`config.mk`:
```
export PLATFORM = sky130hd
export DESIGN_NAME = giw_irq_ctrl
export DESIGN_NICKNAME = d
export VERILOG_FILES = /design/src/rtl/giw_pkg.sv /design/src/rtl/giw_pc_stack.sv /design/src/rtl/giw_irq_ctrl.sv
export SDC_FILE = /design/constraint.sdc
export NUM_CORES = 1
export LEC_CHECK = 0
export BUFFER_PORTS_ARGS = -buffer_cell sky130_fd_sc_hd__buf_2
export CELL_PAD_IN_SITES_DETAIL_PLACEMENT = 1
export CELL_PAD_IN_SITES_GLOBAL_PLACEMENT = 1
export CORE_UTILIZATION = 44
export CTS_CLUSTER_DIAMETER = 80
export DETAILED_ROUTE_END_ITERATION = 16
export PLACE_DENSITY = 0.9
export SYNTH_ARGS = -nofsm -noshare
export SYNTH_HDL_FRONTEND = slang
export SYNTH_SLANG_ARGS = --single-unit
export TNS_END_PERCENT = 30
```
`constraint.sdc`:
```
create_clock -name i_core_clk -period 4.6 [get_ports i_core_clk]
set_clock_uncertainty 0.1 [all_clocks]
set_input_delay 0.92 -clock i_core_clk [delete_from_list [all_inputs] [get_ports i_core_clk]]
set_output_delay 0.92 -clock i_core_clk [all_outputs]
set_load 0.005 [all_outputs]
```
`src/rtl/giw_pkg.sv`:
```
// Package with register map, source layout and field positions
package giw_pkg;

  // Source flag layout
  localparam int unsigned NUM_SRC   = 6;
  localparam int unsigned NUM_GRP   = 3;
  localparam int unsigned NUM_TM    = 2;
  localparam int unsigned SRC_EEP   = 0;
  localparam int unsigned SRC_LV    = 1;
  localparam int unsigned SRC_TM0   = 2;
  localparam int unsigned PC_W      = 13;
  localparam int unsigned STK_DEPTH = 8;
  localparam int unsigned STK_PTR_W = 4;

  // Group membership, one mask per group
  localparam logic [NUM_SRC-1:0] GRP_MEMBER [NUM_GRP] = '{
    6'h03,
    6'h0c,
    6'h30
  };

  // Register byte offsets
  localparam logic [7:0] OFF_CTRL   = 8'h00;
  localparam logic [7:0] OFF_SRC_FL = 8'h04;
  localparam logic [7:0] OFF_SRC_EN = 8'h08;
  localparam logic [7:0] OFF_GRP_FL = 8'h0c;
  localparam logic [7:0] OFF_GRP_EN = 8'h10;
  localparam logic [7:0] OFF_STAT   = 8'h14;

  // Field positions
  localparam int unsigned CTRL_GIE_BIT   = 0;
  localparam int unsigned STAT_CLK_BIT   = 0;
  localparam int unsigned STAT_FULL_BIT  = 1;
  localparam int unsigned STAT_REQ_BIT   = 2;
  localparam int unsigned STAT_DEPTH_LSB = 4;

  // Reset values
  localparam logic                 RST_GIE     = 1'b0;
  localparam logic [NUM_SRC-1:0]   RST_SRC_FL  = 6'h00;
  localparam logic [NUM_SRC-1:0]   RST_SRC_EN  = 6'h00;
  localparam logic [NUM_GRP-1:0]   RST_GRP_FL  = 3'h0;
  localparam logic [NUM_GRP-1:0]   RST_GRP_EN  = 3'h0;

  // Clock mode option encodings
  localparam logic CLK_MODE_12MHZ = 1'b1;
  localparam logic CLK_MODE_6MHZ  = 1'b0;

endpackage

```
`src/rtl/giw_pc_stack.sv`:
```
// Return address stack shared by calls and interrupt entry
`timescale 1ns/1ps
module giw_pc_stack (
  // Clock and reset
  input  wire logic                         i_core_clk,
  input  wire logic                         i_rst,
  // Push and pop
  input  wire logic                         i_push,
  input  wire logic                         i_pop,
  input  wire logic [giw_pkg::PC_W-1:0]     i_pc,
  // State
  output logic      [giw_pkg::PC_W-1:0]     o_top_pc,
  output logic                              o_full,
  output logic      [giw_pkg::STK_PTR_W-1:0] o_depth
);
  import giw_pkg::*;

  logic [PC_W-1:0]      mem [STK_DEPTH];
  logic [STK_PTR_W-1:0] ptr_r;
  logic [STK_PTR_W-1:0] ptr_nxt;
  logic                 do_push;
  logic                 do_pop;

  assign o_full  = (ptr_r == STK_PTR_W'(STK_DEPTH));
  assign o_depth = ptr_r;
  assign do_push = i_push && !o_full;
  assign do_pop  = i_pop && (ptr_r != '0) && !i_push;
  // Empty stack reads as address zero rather than a stale entry
  assign o_top_pc = (ptr_r == '0) ? '0 : mem[ptr_r[2:0] - 3'h1];

  always_comb begin
    ptr_nxt = ptr_r;
    if (do_push) begin
      ptr_nxt = ptr_r + 4'h1;
    end else if (do_pop) begin
      ptr_nxt = ptr_r - 4'h1;
    end
  end

  always_ff @(posedge i_core_clk) begin
    if (i_rst) begin
      ptr_r <= '0;
    end else begin
      ptr_r <= ptr_nxt;
    end
  end

  // Contents need no reset; the pointer guards every read
  always_ff @(posedge i_core_clk) begin
    if (do_push) begin
      mem[ptr_r[2:0]] <= i_pc;
    end
  end

endmodule

```
`src/rtl/giw_irq_ctrl.sv`:
```
// Grouped interrupt controller with wake-up and return handling
//
// Decided for this implementation: the Wishbone interface to the registers and the placing of the registers.
`timescale 1ns/1ps
// How it works
// - EEPROM write-done pulse sets the EEPROM source flag.
// - Vector only when global, source and group enables set, stack not full.
// - Entry clears global enable and group flag; source flag stays.
// - Synchronised low-voltage report sets the low-voltage flag.
// - Each timer has comparator A and P flags with own enables.
// - Either timer match flag raises a request through its group.
// - Any flag rising from low to high wakes a sleeping core.
// - Flags stay set until serviced or cleared; enables never clear them.
// - Entry pushes only the program counter onto the stack.
// - Interrupt return sets global enable; plain return leaves it unchanged.
// - Clock mode option latched during reset, read-only to software.
// - A source flag rising sets its group flag.
module giw_irq_ctrl (
  // Clock and reset
  input  wire logic                          i_core_clk,
  input  wire logic                          i_rst,
  // Wishbone slave
  input  wire logic                          i_wb_cyc,
  input  wire logic                          i_wb_stb,
  input  wire logic                          i_wb_we,
  input  wire logic [7:0]                    i_wb_adr,
  input  wire logic [3:0]                    i_wb_sel,
  input  wire logic [31:0]                   i_wb_dat,
  output logic      [31:0]                   o_wb_dat,
  output logic                               o_wb_ack,
  // Event sources
  input  wire logic                          i_eeprom_write_done,
  input  wire logic                          i_low_voltage,
  input  wire logic [giw_pkg::NUM_TM-1:0]    i_tm_match_a,
  input  wire logic [giw_pkg::NUM_TM-1:0]    i_tm_match_p,
  input  wire logic                          i_cfg_clk_mode,
  // CPU core
  input  wire logic [giw_pkg::PC_W-1:0]      i_pc,
  input  wire logic                          i_irq_ack,
  input  wire logic                          i_call,
  input  wire logic                          i_ret,
  input  wire logic                          i_irq_return_instr,
  input  wire logic                          i_sleep,
  output logic                               o_irq_req,
  output logic      [1:0]                    o_irq_vec,
  output logic      [giw_pkg::PC_W-1:0]      o_ret_pc,
  output logic                               o_wake,
  output logic                               o_clk_mode
);
  import giw_pkg::*;

  localparam int unsigned NFL = NUM_SRC + NUM_GRP;

  logic                 gie_r, gie_nxt;
  logic [NUM_SRC-1:0]   src_flag_r, src_flag_nxt;
  logic [NUM_SRC-1:0]   src_en_r, src_en_nxt;
  logic [NUM_GRP-1:0]   grp_flag_r, grp_flag_nxt;
  logic [NUM_GRP-1:0]   grp_en_r, grp_en_nxt;
  logic [NFL-1:0]       prev_r, prev_nxt;
  logic                 wake_r, wake_nxt;
  logic                 cfg_r, cfg_nxt;
  logic                 ack_r, ack_nxt;
  logic [31:0]          rdat_r, rdat_nxt;
  logic                 lv_meta_r;
  logic                 lv_sync_r;
  logic                 cfg_meta_r;
  logic                 cfg_sync_r;
  logic [NUM_SRC-1:0]   hw_set;
  logic [NUM_SRC-1:0]   src_rise;
  logic [NUM_GRP-1:0]   grp_set;
  logic [NUM_GRP-1:0]   grp_req;
  logic [1:0]           sel;
  logic                 entry;
  logic                 stk_full;
  logic [STK_PTR_W-1:0] stk_depth;
  logic                 bus_req;
  logic                 wr_en;
  logic [NFL-1:0]       all_flags;

  assign bus_req = i_wb_cyc && i_wb_stb && !ack_r;
  assign wr_en   = bus_req && i_wb_we && i_wb_sel[0];

  // Detector output is asynchronous to the core clock
  always_ff @(posedge i_core_clk) begin
    if (i_rst) begin
      lv_meta_r <= 1'b0;
      lv_sync_r <= 1'b0;
    end else begin
      lv_meta_r <= i_low_voltage;
      lv_sync_r <= lv_meta_r;
    end
  end

  // Hardware set terms per source
  always_comb begin
    hw_set          = '0;
    hw_set[SRC_EEP] = i_eeprom_write_done;
    hw_set[SRC_LV]  = lv_sync_r;
    for (int t = 0; t < NUM_TM; t++) begin
      hw_set[SRC_TM0 + 2*t]     = i_tm_match_a[t];
      hw_set[SRC_TM0 + 2*t + 1] = i_tm_match_p[t];
    end
  end

  // Per-group request and set terms
  genvar g;
  generate
    for (g = 0; g < NUM_GRP; g++) begin : g_grp
      // Either match flag of a timer feeds its group request
      assign grp_req[g] = grp_flag_r[g] && grp_en_r[g] && gie_r &&
                          !stk_full &&
                          |(src_flag_r & src_en_r & GRP_MEMBER[g]);
      assign grp_set[g] = |(src_rise & GRP_MEMBER[g]);
    end
  endgenerate

  // Fixed priority: lowest group index first
  always_comb begin
    sel = 2'h0;
    for (int i = NUM_GRP - 1; i >= 0; i--) begin
      if (grp_req[i]) begin
        sel = 2'(i);
      end
    end
  end

  assign o_irq_req = |grp_req;
  assign o_irq_vec = sel;
  assign entry     = o_irq_req && i_irq_ack;

  // Flag, enable and global-enable next state
  always_comb begin
    src_flag_nxt = src_flag_r;
    src_en_nxt   = src_en_r;
    grp_flag_nxt = grp_flag_r;
    grp_en_nxt   = grp_en_r;
    gie_nxt      = gie_r;
    if (wr_en) begin
      case (i_wb_adr)
        OFF_CTRL:   gie_nxt      = i_wb_dat[CTRL_GIE_BIT];
        OFF_SRC_FL: src_flag_nxt = i_wb_dat[NUM_SRC-1:0];
        OFF_SRC_EN: src_en_nxt   = i_wb_dat[NUM_SRC-1:0];
        OFF_GRP_FL: grp_flag_nxt = i_wb_dat[NUM_GRP-1:0];
        OFF_GRP_EN: grp_en_nxt   = i_wb_dat[NUM_GRP-1:0];
        default:    gie_nxt      = gie_r;
      endcase
    end
    if (i_irq_return_instr) begin
      gie_nxt = 1'b1;
    end
    if (entry) begin
      gie_nxt           = 1'b0;
      grp_flag_nxt[sel] = 1'b0;
    end
    // Hardware set wins over any clear in the same cycle
    src_flag_nxt = src_flag_nxt | hw_set;
    grp_flag_nxt = grp_flag_nxt | grp_set;
  end

  assign src_rise  = src_flag_nxt & ~src_flag_r;
  assign all_flags = {grp_flag_r, src_flag_r};

  // Wake on any rising flag, enables deliberately ignored
  always_comb begin
    prev_nxt = all_flags;
    wake_nxt = i_sleep && |(all_flags & ~prev_r);
    cfg_nxt  = i_rst ? cfg_sync_r : cfg_r;
  end

  // Bus answer: registered one cycle after the request
  always_comb begin
    ack_nxt  = bus_req;
    rdat_nxt = '0;
    if (bus_req && !i_wb_we) begin
      case (i_wb_adr)
        OFF_CTRL:   rdat_nxt[CTRL_GIE_BIT]   = gie_r;
        OFF_SRC_FL: rdat_nxt[NUM_SRC-1:0]    = src_flag_r;
        OFF_SRC_EN: rdat_nxt[NUM_SRC-1:0]    = src_en_r;
        OFF_GRP_FL: rdat_nxt[NUM_GRP-1:0]    = grp_flag_r;
        OFF_GRP_EN: rdat_nxt[NUM_GRP-1:0]    = grp_en_r;
        OFF_STAT: begin
          rdat_nxt[STAT_CLK_BIT]  = cfg_r;
          rdat_nxt[STAT_FULL_BIT] = stk_full;
          rdat_nxt[STAT_REQ_BIT]  = o_irq_req;
          rdat_nxt[STAT_DEPTH_LSB +: STK_PTR_W] = stk_depth;
        end
        default:    rdat_nxt = '0;
      endcase
    end
  end

  always_ff @(posedge i_core_clk) begin
    if (i_rst) begin
      gie_r      <= RST_GIE;
      src_flag_r <= RST_SRC_FL;
      src_en_r   <= RST_SRC_EN;
      grp_flag_r <= RST_GRP_FL;
      grp_en_r   <= RST_GRP_EN;
      prev_r     <= '0;
      wake_r     <= 1'b0;
      ack_r      <= 1'b0;
      rdat_r     <= '0;
    end else begin
      gie_r      <= gie_nxt;
      src_flag_r <= src_flag_nxt;
      src_en_r   <= src_en_nxt;
      grp_flag_r <= grp_flag_nxt;
      grp_en_r   <= grp_en_nxt;
      prev_r     <= prev_nxt;
      wake_r     <= wake_nxt;
      ack_r      <= ack_nxt;
      rdat_r     <= rdat_nxt;
    end
  end

  // Option is sampled only while reset is held, never by software
  // Strap pin is asynchronous; reset outlasts the two sync stages
  always_ff @(posedge i_core_clk) begin
    cfg_meta_r <= i_cfg_clk_mode;
    cfg_sync_r <= cfg_meta_r;
    cfg_r      <= cfg_nxt;
  end

  assign o_wb_ack   = ack_r;
  assign o_wb_dat   = rdat_r;
  assign o_wake     = wake_r;
  assign o_clk_mode = cfg_r;

  // Only the program counter is saved on entry
  giw_pc_stack u_stack (
    .i_core_clk (i_core_clk),
    .i_rst      (i_rst),
    .i_push     (entry || i_call),
    .i_pop      (i_ret || i_irq_return_instr),
    .i_pc       (i_pc),
    .o_top_pc   (o_ret_pc),
    .o_full     (stk_full),
    .o_depth    (stk_depth)
  );
endmodule

```
### Word-level counts from Yosys, hierarchy flattened

Memories as Yosys holds them, arrays and structs flattened.
Index checks and enable logic that the tools add are counted.

* memories kept: 1
* logic and storage cells: 111
* register bits: 71
* output and inout port bits: 51
* input port bits: 74
* RAM bits: 104

* multiplexer cells: 22
* add/sub/neg operators: 3
* bitwise logic cells: 11
* eq/ne operators: 6
* magnitude comparators: 2
* reduce and logical (&&, ||, !) cells: 49

Memory list
* u_stack.mem: words 8, width 13, rd ports 1, clocked after memory_dff 0, wr ports 1, line giw_pc_stack.sv:18 `logic [PC_W-1:0] mem [STK_DEPTH];`

Operators by type and width (number)
* logical AND 1 bit: 23
* == test 8 x 4 -> 1 bit, second input constant: 2
* == test 8 x 5 -> 1 bit, second input constant: 2
* OR reduction 2 bit: 8
* 2-to-1 mux 13 bit: 1
* bitwise AND 6 bit: 2
* 2-to-1 mux 6 bit: 2
* one-hot mux 2 bit (5 select lines): 1
* bitwise AND 9 bit: 1
* 2-to-1 mux 3 bit: 3
* inverter 9 bit: 1
* OR reduction 9 bit: 1
* == test 8 x 3 -> 1 bit, second input constant: 1
* zero test 8 bit: 1
* 2-to-1 mux 4 bit: 2
* 2-to-1 mux 1 bit: 6
* 2-to-1 mux 2 bit: 3
* inverter 6 bit: 1
* OR 6 bit: 1
* one-hot mux 1 bit (6 select lines): 1
* one-hot mux 2 bit (3 select lines): 1
* AND reduction 2 bit: 3
* nonzero test 2 bit: 3
* OR reduction 3 bit: 2
* 16 further kinds: 21

### Logic depth before layout (Yosys ltp)

* word-level depth: 15
* depth in mapped cells: 14
* gate-level depth less buffers: 12

### Modules after synthesis

Synthesis repeated with hierarchy kept, for this count alone.

* cell total of the unflattened synthesis: 477
* area total of the unflattened synthesis: 6532.5 um^2

By module, submodules not included
* giw_pc_stack: instances 1, seq. area each 3203.1 um^2, area each 4314.1 um^2, cells each 227
* giw_irq_ctrl: instances 1, seq. area each 870.8 um^2, area each 2218.4 um^2, cells each 250

### Worst setup path after synthesis

No wires, ideal clock.

* kind: reg2reg
* start point: reg u_stack.ptr_r[0] (netlist: u_stack.o_depth[0])
* end point: reg u_stack.ptr_r[3] (netlist: u_stack.o_depth[3])
* slack: 1.072 ns
* path buffers: 2
* arrival: 3.362 ns
* required time: 4.435 ns
* setup time: 0.065 ns
* clock period less this slack: 3.528 ns
* cell stages (with the launch flop): 15
* path through: dfxtp_1 > buf_2 > buf_1 > inv_1 > ha_1 > nand3b_1 > nand3_1 > nor2_1 > o21ai_0 > ha_1 > a21o_1 > a21oi_1 > o211ai_1 > mux4_2 > nor2_1

* cells in the longest elaborated chain, start to end: 10
* elaborated cells between the ends (all ways): 21
* those cells by class: add/sub (2); eq/ne (1); mux (2); reduce/logical (16)

RTL lines
* start: declaration: line giw_pc_stack.sv:19 `logic [STK_PTR_W-1:0] ptr_r;`
* start signal: assignment: line giw_pc_stack.sv:44 `ptr_r <= ptr_nxt;`
* == test 4 bit: line giw_pc_stack.sv:24 `assign o_full = (ptr_r == STK_PTR_W'(STK_DEPTH));`
* zero test 1 bit: line giw_pc_stack.sv:26, giw_irq_ctrl.sv:111
* logical AND 1 bit: line giw_irq_ctrl.sv:110 `assign grp_req[g] = grp_flag_r[g] && grp_en_r[g] && gie_r &&`
* logical AND 1 bit: line giw_irq_ctrl.sv:111 `!stk_full &&`
* OR reduction 3 bit: line giw_irq_ctrl.sv:127 `assign o_irq_req = |grp_req;`
* logical AND 1 bit: line giw_irq_ctrl.sv:129 `assign entry = o_irq_req && i_irq_ack;`
* logical OR 1 bit: line giw_irq_ctrl.sv:233 `.i_push (entry || i_call),`
* zero test 1 bit: line giw_pc_stack.sv:27 `assign do_pop = i_pop && (ptr_r != '0) && !i_push;`
* logical AND 1 bit: line giw_pc_stack.sv:27
* nonzero test 2 bit (no source line)

Parallel ways exist; a longest one is shown, timed or not. The select of a mux whose other input is x is not followed.
A chain may end at the register's enable or synchronous reset.

### Worst setup path after layout

* start point: reg u_stack.ptr_r[1] (netlist: u_stack.o_depth[1])
* end point: out o_ret_pc[7] (netlist name)

* cells in the longest elaborated chain, start to end: 3
* elaborated cells between the ends (all ways): 4
* those cells by class: add/sub (1); mux (1); reduce/logical (1); memory (1)

RTL lines
* subtractor 3 x 1 -> 3 bit: line giw_pc_stack.sv:29 `assign o_top_pc = (ptr_r == '0) ? '0 : mem[ptr_r[2:0] - 3'h1];`
* memory read (8 x 13 bit)
* 2-to-1 mux 13 bit (*): line giw_pc_stack.sv:29
* end: declaration: line giw_irq_ctrl.sv:46 `output logic [giw_pkg::PC_W-1:0] o_ret_pc,`

Every way passes the cells marked *; elsewhere a longest branch is shown, timed or not.

==> reports/qor.yml <==
cts_buffers: 17
ys_seq_area_frac: 0.637
via_per_inst: 5.57
cp_max_fo: 16
grt_overflow: 0
cpPeakStageDelay_ns: 0.82
nFillCells: 1382
max_cap_violations: 0
async_flop_share: 0
ys_types: 55
slew_violations: 0
die_h_um: 123
critPathLaunchType: "flip-flop"
final_cell_mix: "edfxtp_1 (105), buf_2 (71), nand2_1 (48)"
ys.flop_type: "edfxtp_1"
crit_buf_inv: 3
wl_per_cell_um: 21.0
critPathTopFamily: "adder cells"
grt_pass1_vias: 4509
power_per_cell_area_nw_per_um2: 601
endpoint: "o_ret_pc[7]"
area_growth_syn_to_layout_pct: 17.5
cp.arrival_ns: 3.06
p_leak_nw: 2.80
critPathKind: "reg -> out"
cp.depth: 7
fin_tns_setup_ns: 0
r2r-start: "u_stack.o_depth[1]$_SDFFE_PP0P_"
drt_iter0_drc: 318
die-area_um2: 15000
diodes: 0
core_um2: 14000
syn_area_um2: 6400
post_cts_resized: 0
r2r-end: "u_stack.o_depth[3]$_SDFFE_PP0P_"
ctsHtreeMaxLevel: 4
antenna_found_initial: 0
hold_buffers: 0
reg2reg_depth: 12
min_period_ns: 4.08
synth_edf_count: 105
drt_wl_total_mm: 15.8
netlist.area_leader.share: 0.493
finalHoldViolCount: 0
max_freq_mhz: 245
clk_pin_slew_ns: 0.06
critPathCaptureType: "output port"
track_usage: 0.227
port_buffers: 71
syn_area_per_cell_um2: 13.5
worstMarginPinSlew_ns: 0.796
drcViolationCount: 0
grt_max_degree: 42
finalSetupViolCount: 0
cts_tree: "yes"
fin_nets: 636
first_pass_iters: 6
grt_pass1_wl_mm: 24.6
ant_nets: 0
synthTopCellsByArea: "edfxtp_1 (49%), dfxtp_1 (14%), mux4_2 (9.5%), buf_4 (2.8%), nand2_1 (2.8%)"
clockBufferDepth: 2
syn_inst: 475
die_x_um: 123
period_share: 0.887
vias: 4181
cp_cell_sequence: "inv_1 -> ha_1 -> buf_4 -> mux4_2 -> nand2_1 -> a21oi_1 -> buf_2"
critPathRequiredTime_ns: 3.58
peakVddDrop_v: 0.000267
drive_above_1_share: 0.270
hp-class: "reg -> reg"
final_util: 0.535
worstSkewPairLatency_ns: 0.42
crit_slowest_cell: "ha_1"
critPathLaunch: "u_stack.o_depth[1]$_SDFFE_PP0P_"
initial_core_util: 0.455
post-dp-hpwl_mm: 10.8
ys_ff_latch: 151
post_cts_buffers: 0
status: "finished clean"
ys_warn_count: 0
place_congestion: 0.909
cts.sinks: 151
rsz0062_at_grt: "false"
synth_largest_area_cell: "edfxtp_1"
num_rows: 43
r2r_slack_ns: 0.70
final_common_cell: "edfxtp_1"
cts-root-buf: "clkbuf_16"
ioPinCount: 125
slew_headroom: 0.467
-- power by group --
part,switching (mW),internal [mW]
sequential,0.0696,1.60
combinational,0.847,0.630
clock,0.543,0.831
-- registers in the layout (all words and copies together) (netlist names) --
signal / cells
cfg_meta_r: 1
cfg_sync_r: 1
gie_r: 1
grp_en_r: 3
grp_flag_r: 3
lv_meta_r: 1
lv_sync_r: 1
o_clk_mode: 1
o_wake: 1
o_wb_ack: 1
o_wb_dat: 8
prev_r: 9
src_en_r: 6
src_flag_r: 6
u_stack.mem: 104
u_stack.o_depth: 4
-- kinds of logic (layout without fill, tap and decap cells) --
group / after synthesis / count (layout) / share of synthesized area
adder cells (fa/ha/maj): 5 / 5 / 0.0110
flip-flops: 151 / 151 / 0.637
AO/OA/AOI/OAI: 72 / 72 / 0.0761
buffers and inverters: 65 / 137 / 0.0534
multiplexers: 39 / 39 / 0.114
AND/OR/NAND/NOR: 137 / 137 / 0.101
other: 1 / 24 / 0.000586
XOR/XNOR: 5 / 5 / 0.00685
-- how the worst min path moves through the flow --
stage | startpoint | endpoint | slack [ns] | cells after the start
final | cfg_meta_r$_DFF_P_ | cfg_sync_r$_DFF_P_ | 0.23 | 0
after global routing | cfg_meta_r$_DFF_P_ | cfg_sync_r$_DFF_P_ | 0.24 | 0
after CTS | cfg_meta_r$_DFF_P_ | cfg_sync_r$_DFF_P_ | 0.24 | 0
after detailed placement | cfg_meta_r$_DFF_P_ | cfg_sync_r$_DFF_P_ | 0.22 | 0
after global placement | cfg_meta_r$_DFF_P_ | cfg_sync_r$_DFF_P_ | 0.21 | 0
after floorplan | cfg_meta_r$_DFF_P_ | cfg_sync_r$_DFF_P_ | 0.21 | 0
-- per-layer routing --
layer	routed length, µm	vias up	global-route usage
li1	-	1897	-
met1	6400	2099	0.268
met2	8280	157	0.395
met3	707	28	0.0432
met4	383	0	0.111
met5	0	-	0
-- cell type report --
type	instances	area (µm²)	share of cell area
multi-input combinational	282	2100	0.279
tap	180	225	0.0300
clock buffer	22	464	0.0618
sequential	151	4080	0.542
timing repair buffer	84	453	0.0603
inverter	21	78.8	0.0105
clock inverter	10	120	0.0160
-- metrics by stage --
stage                     cell area [µm²]  hold WS (ns)  setup WS, ns  power (mW)  std cells
after floorplan                      6480         0.210          1.07        2.62        498
after global placement               6930         0.211          1.04        3.08        718
after detailed placement             6930         0.220         0.783        3.17        718
after CTS                            7510         0.236         0.521        4.55        750
after global routing                 7510         0.237         0.342        4.75        750
final                                7510         0.231         0.519        4.52        750
-- synth_stat cells (2+ instances only) --
cell      instances
edfxtp_1        105
nand2_1          48
dfxtp_1          46
nor2_1           32
a21oi_1          28
mux4_2           27
buf_4            24
inv_1            21
nand3_1          12
nor3_1           12
clkbuf_1         11
mux2i_1           9
and2_1            7
nor2b_1           7
a22o_1            5
a22oi_1           5
buf_2             5
o21ai_0           5
a31oi_1           4
ha_1              4
o22ai_1           4
a222oi_1          3
buf_1             3
mux2_2            3
o221ai_1          3
xor2_1            3
a32oi_1           2
and3_1            2
and4_1            2
nand3b_1          2
nor4_1            2
nor4b_1           2
o21a_1            2
or2_2             2
or3_1             2
xnor2_1           2
Power figures use the tool's default switching activity.
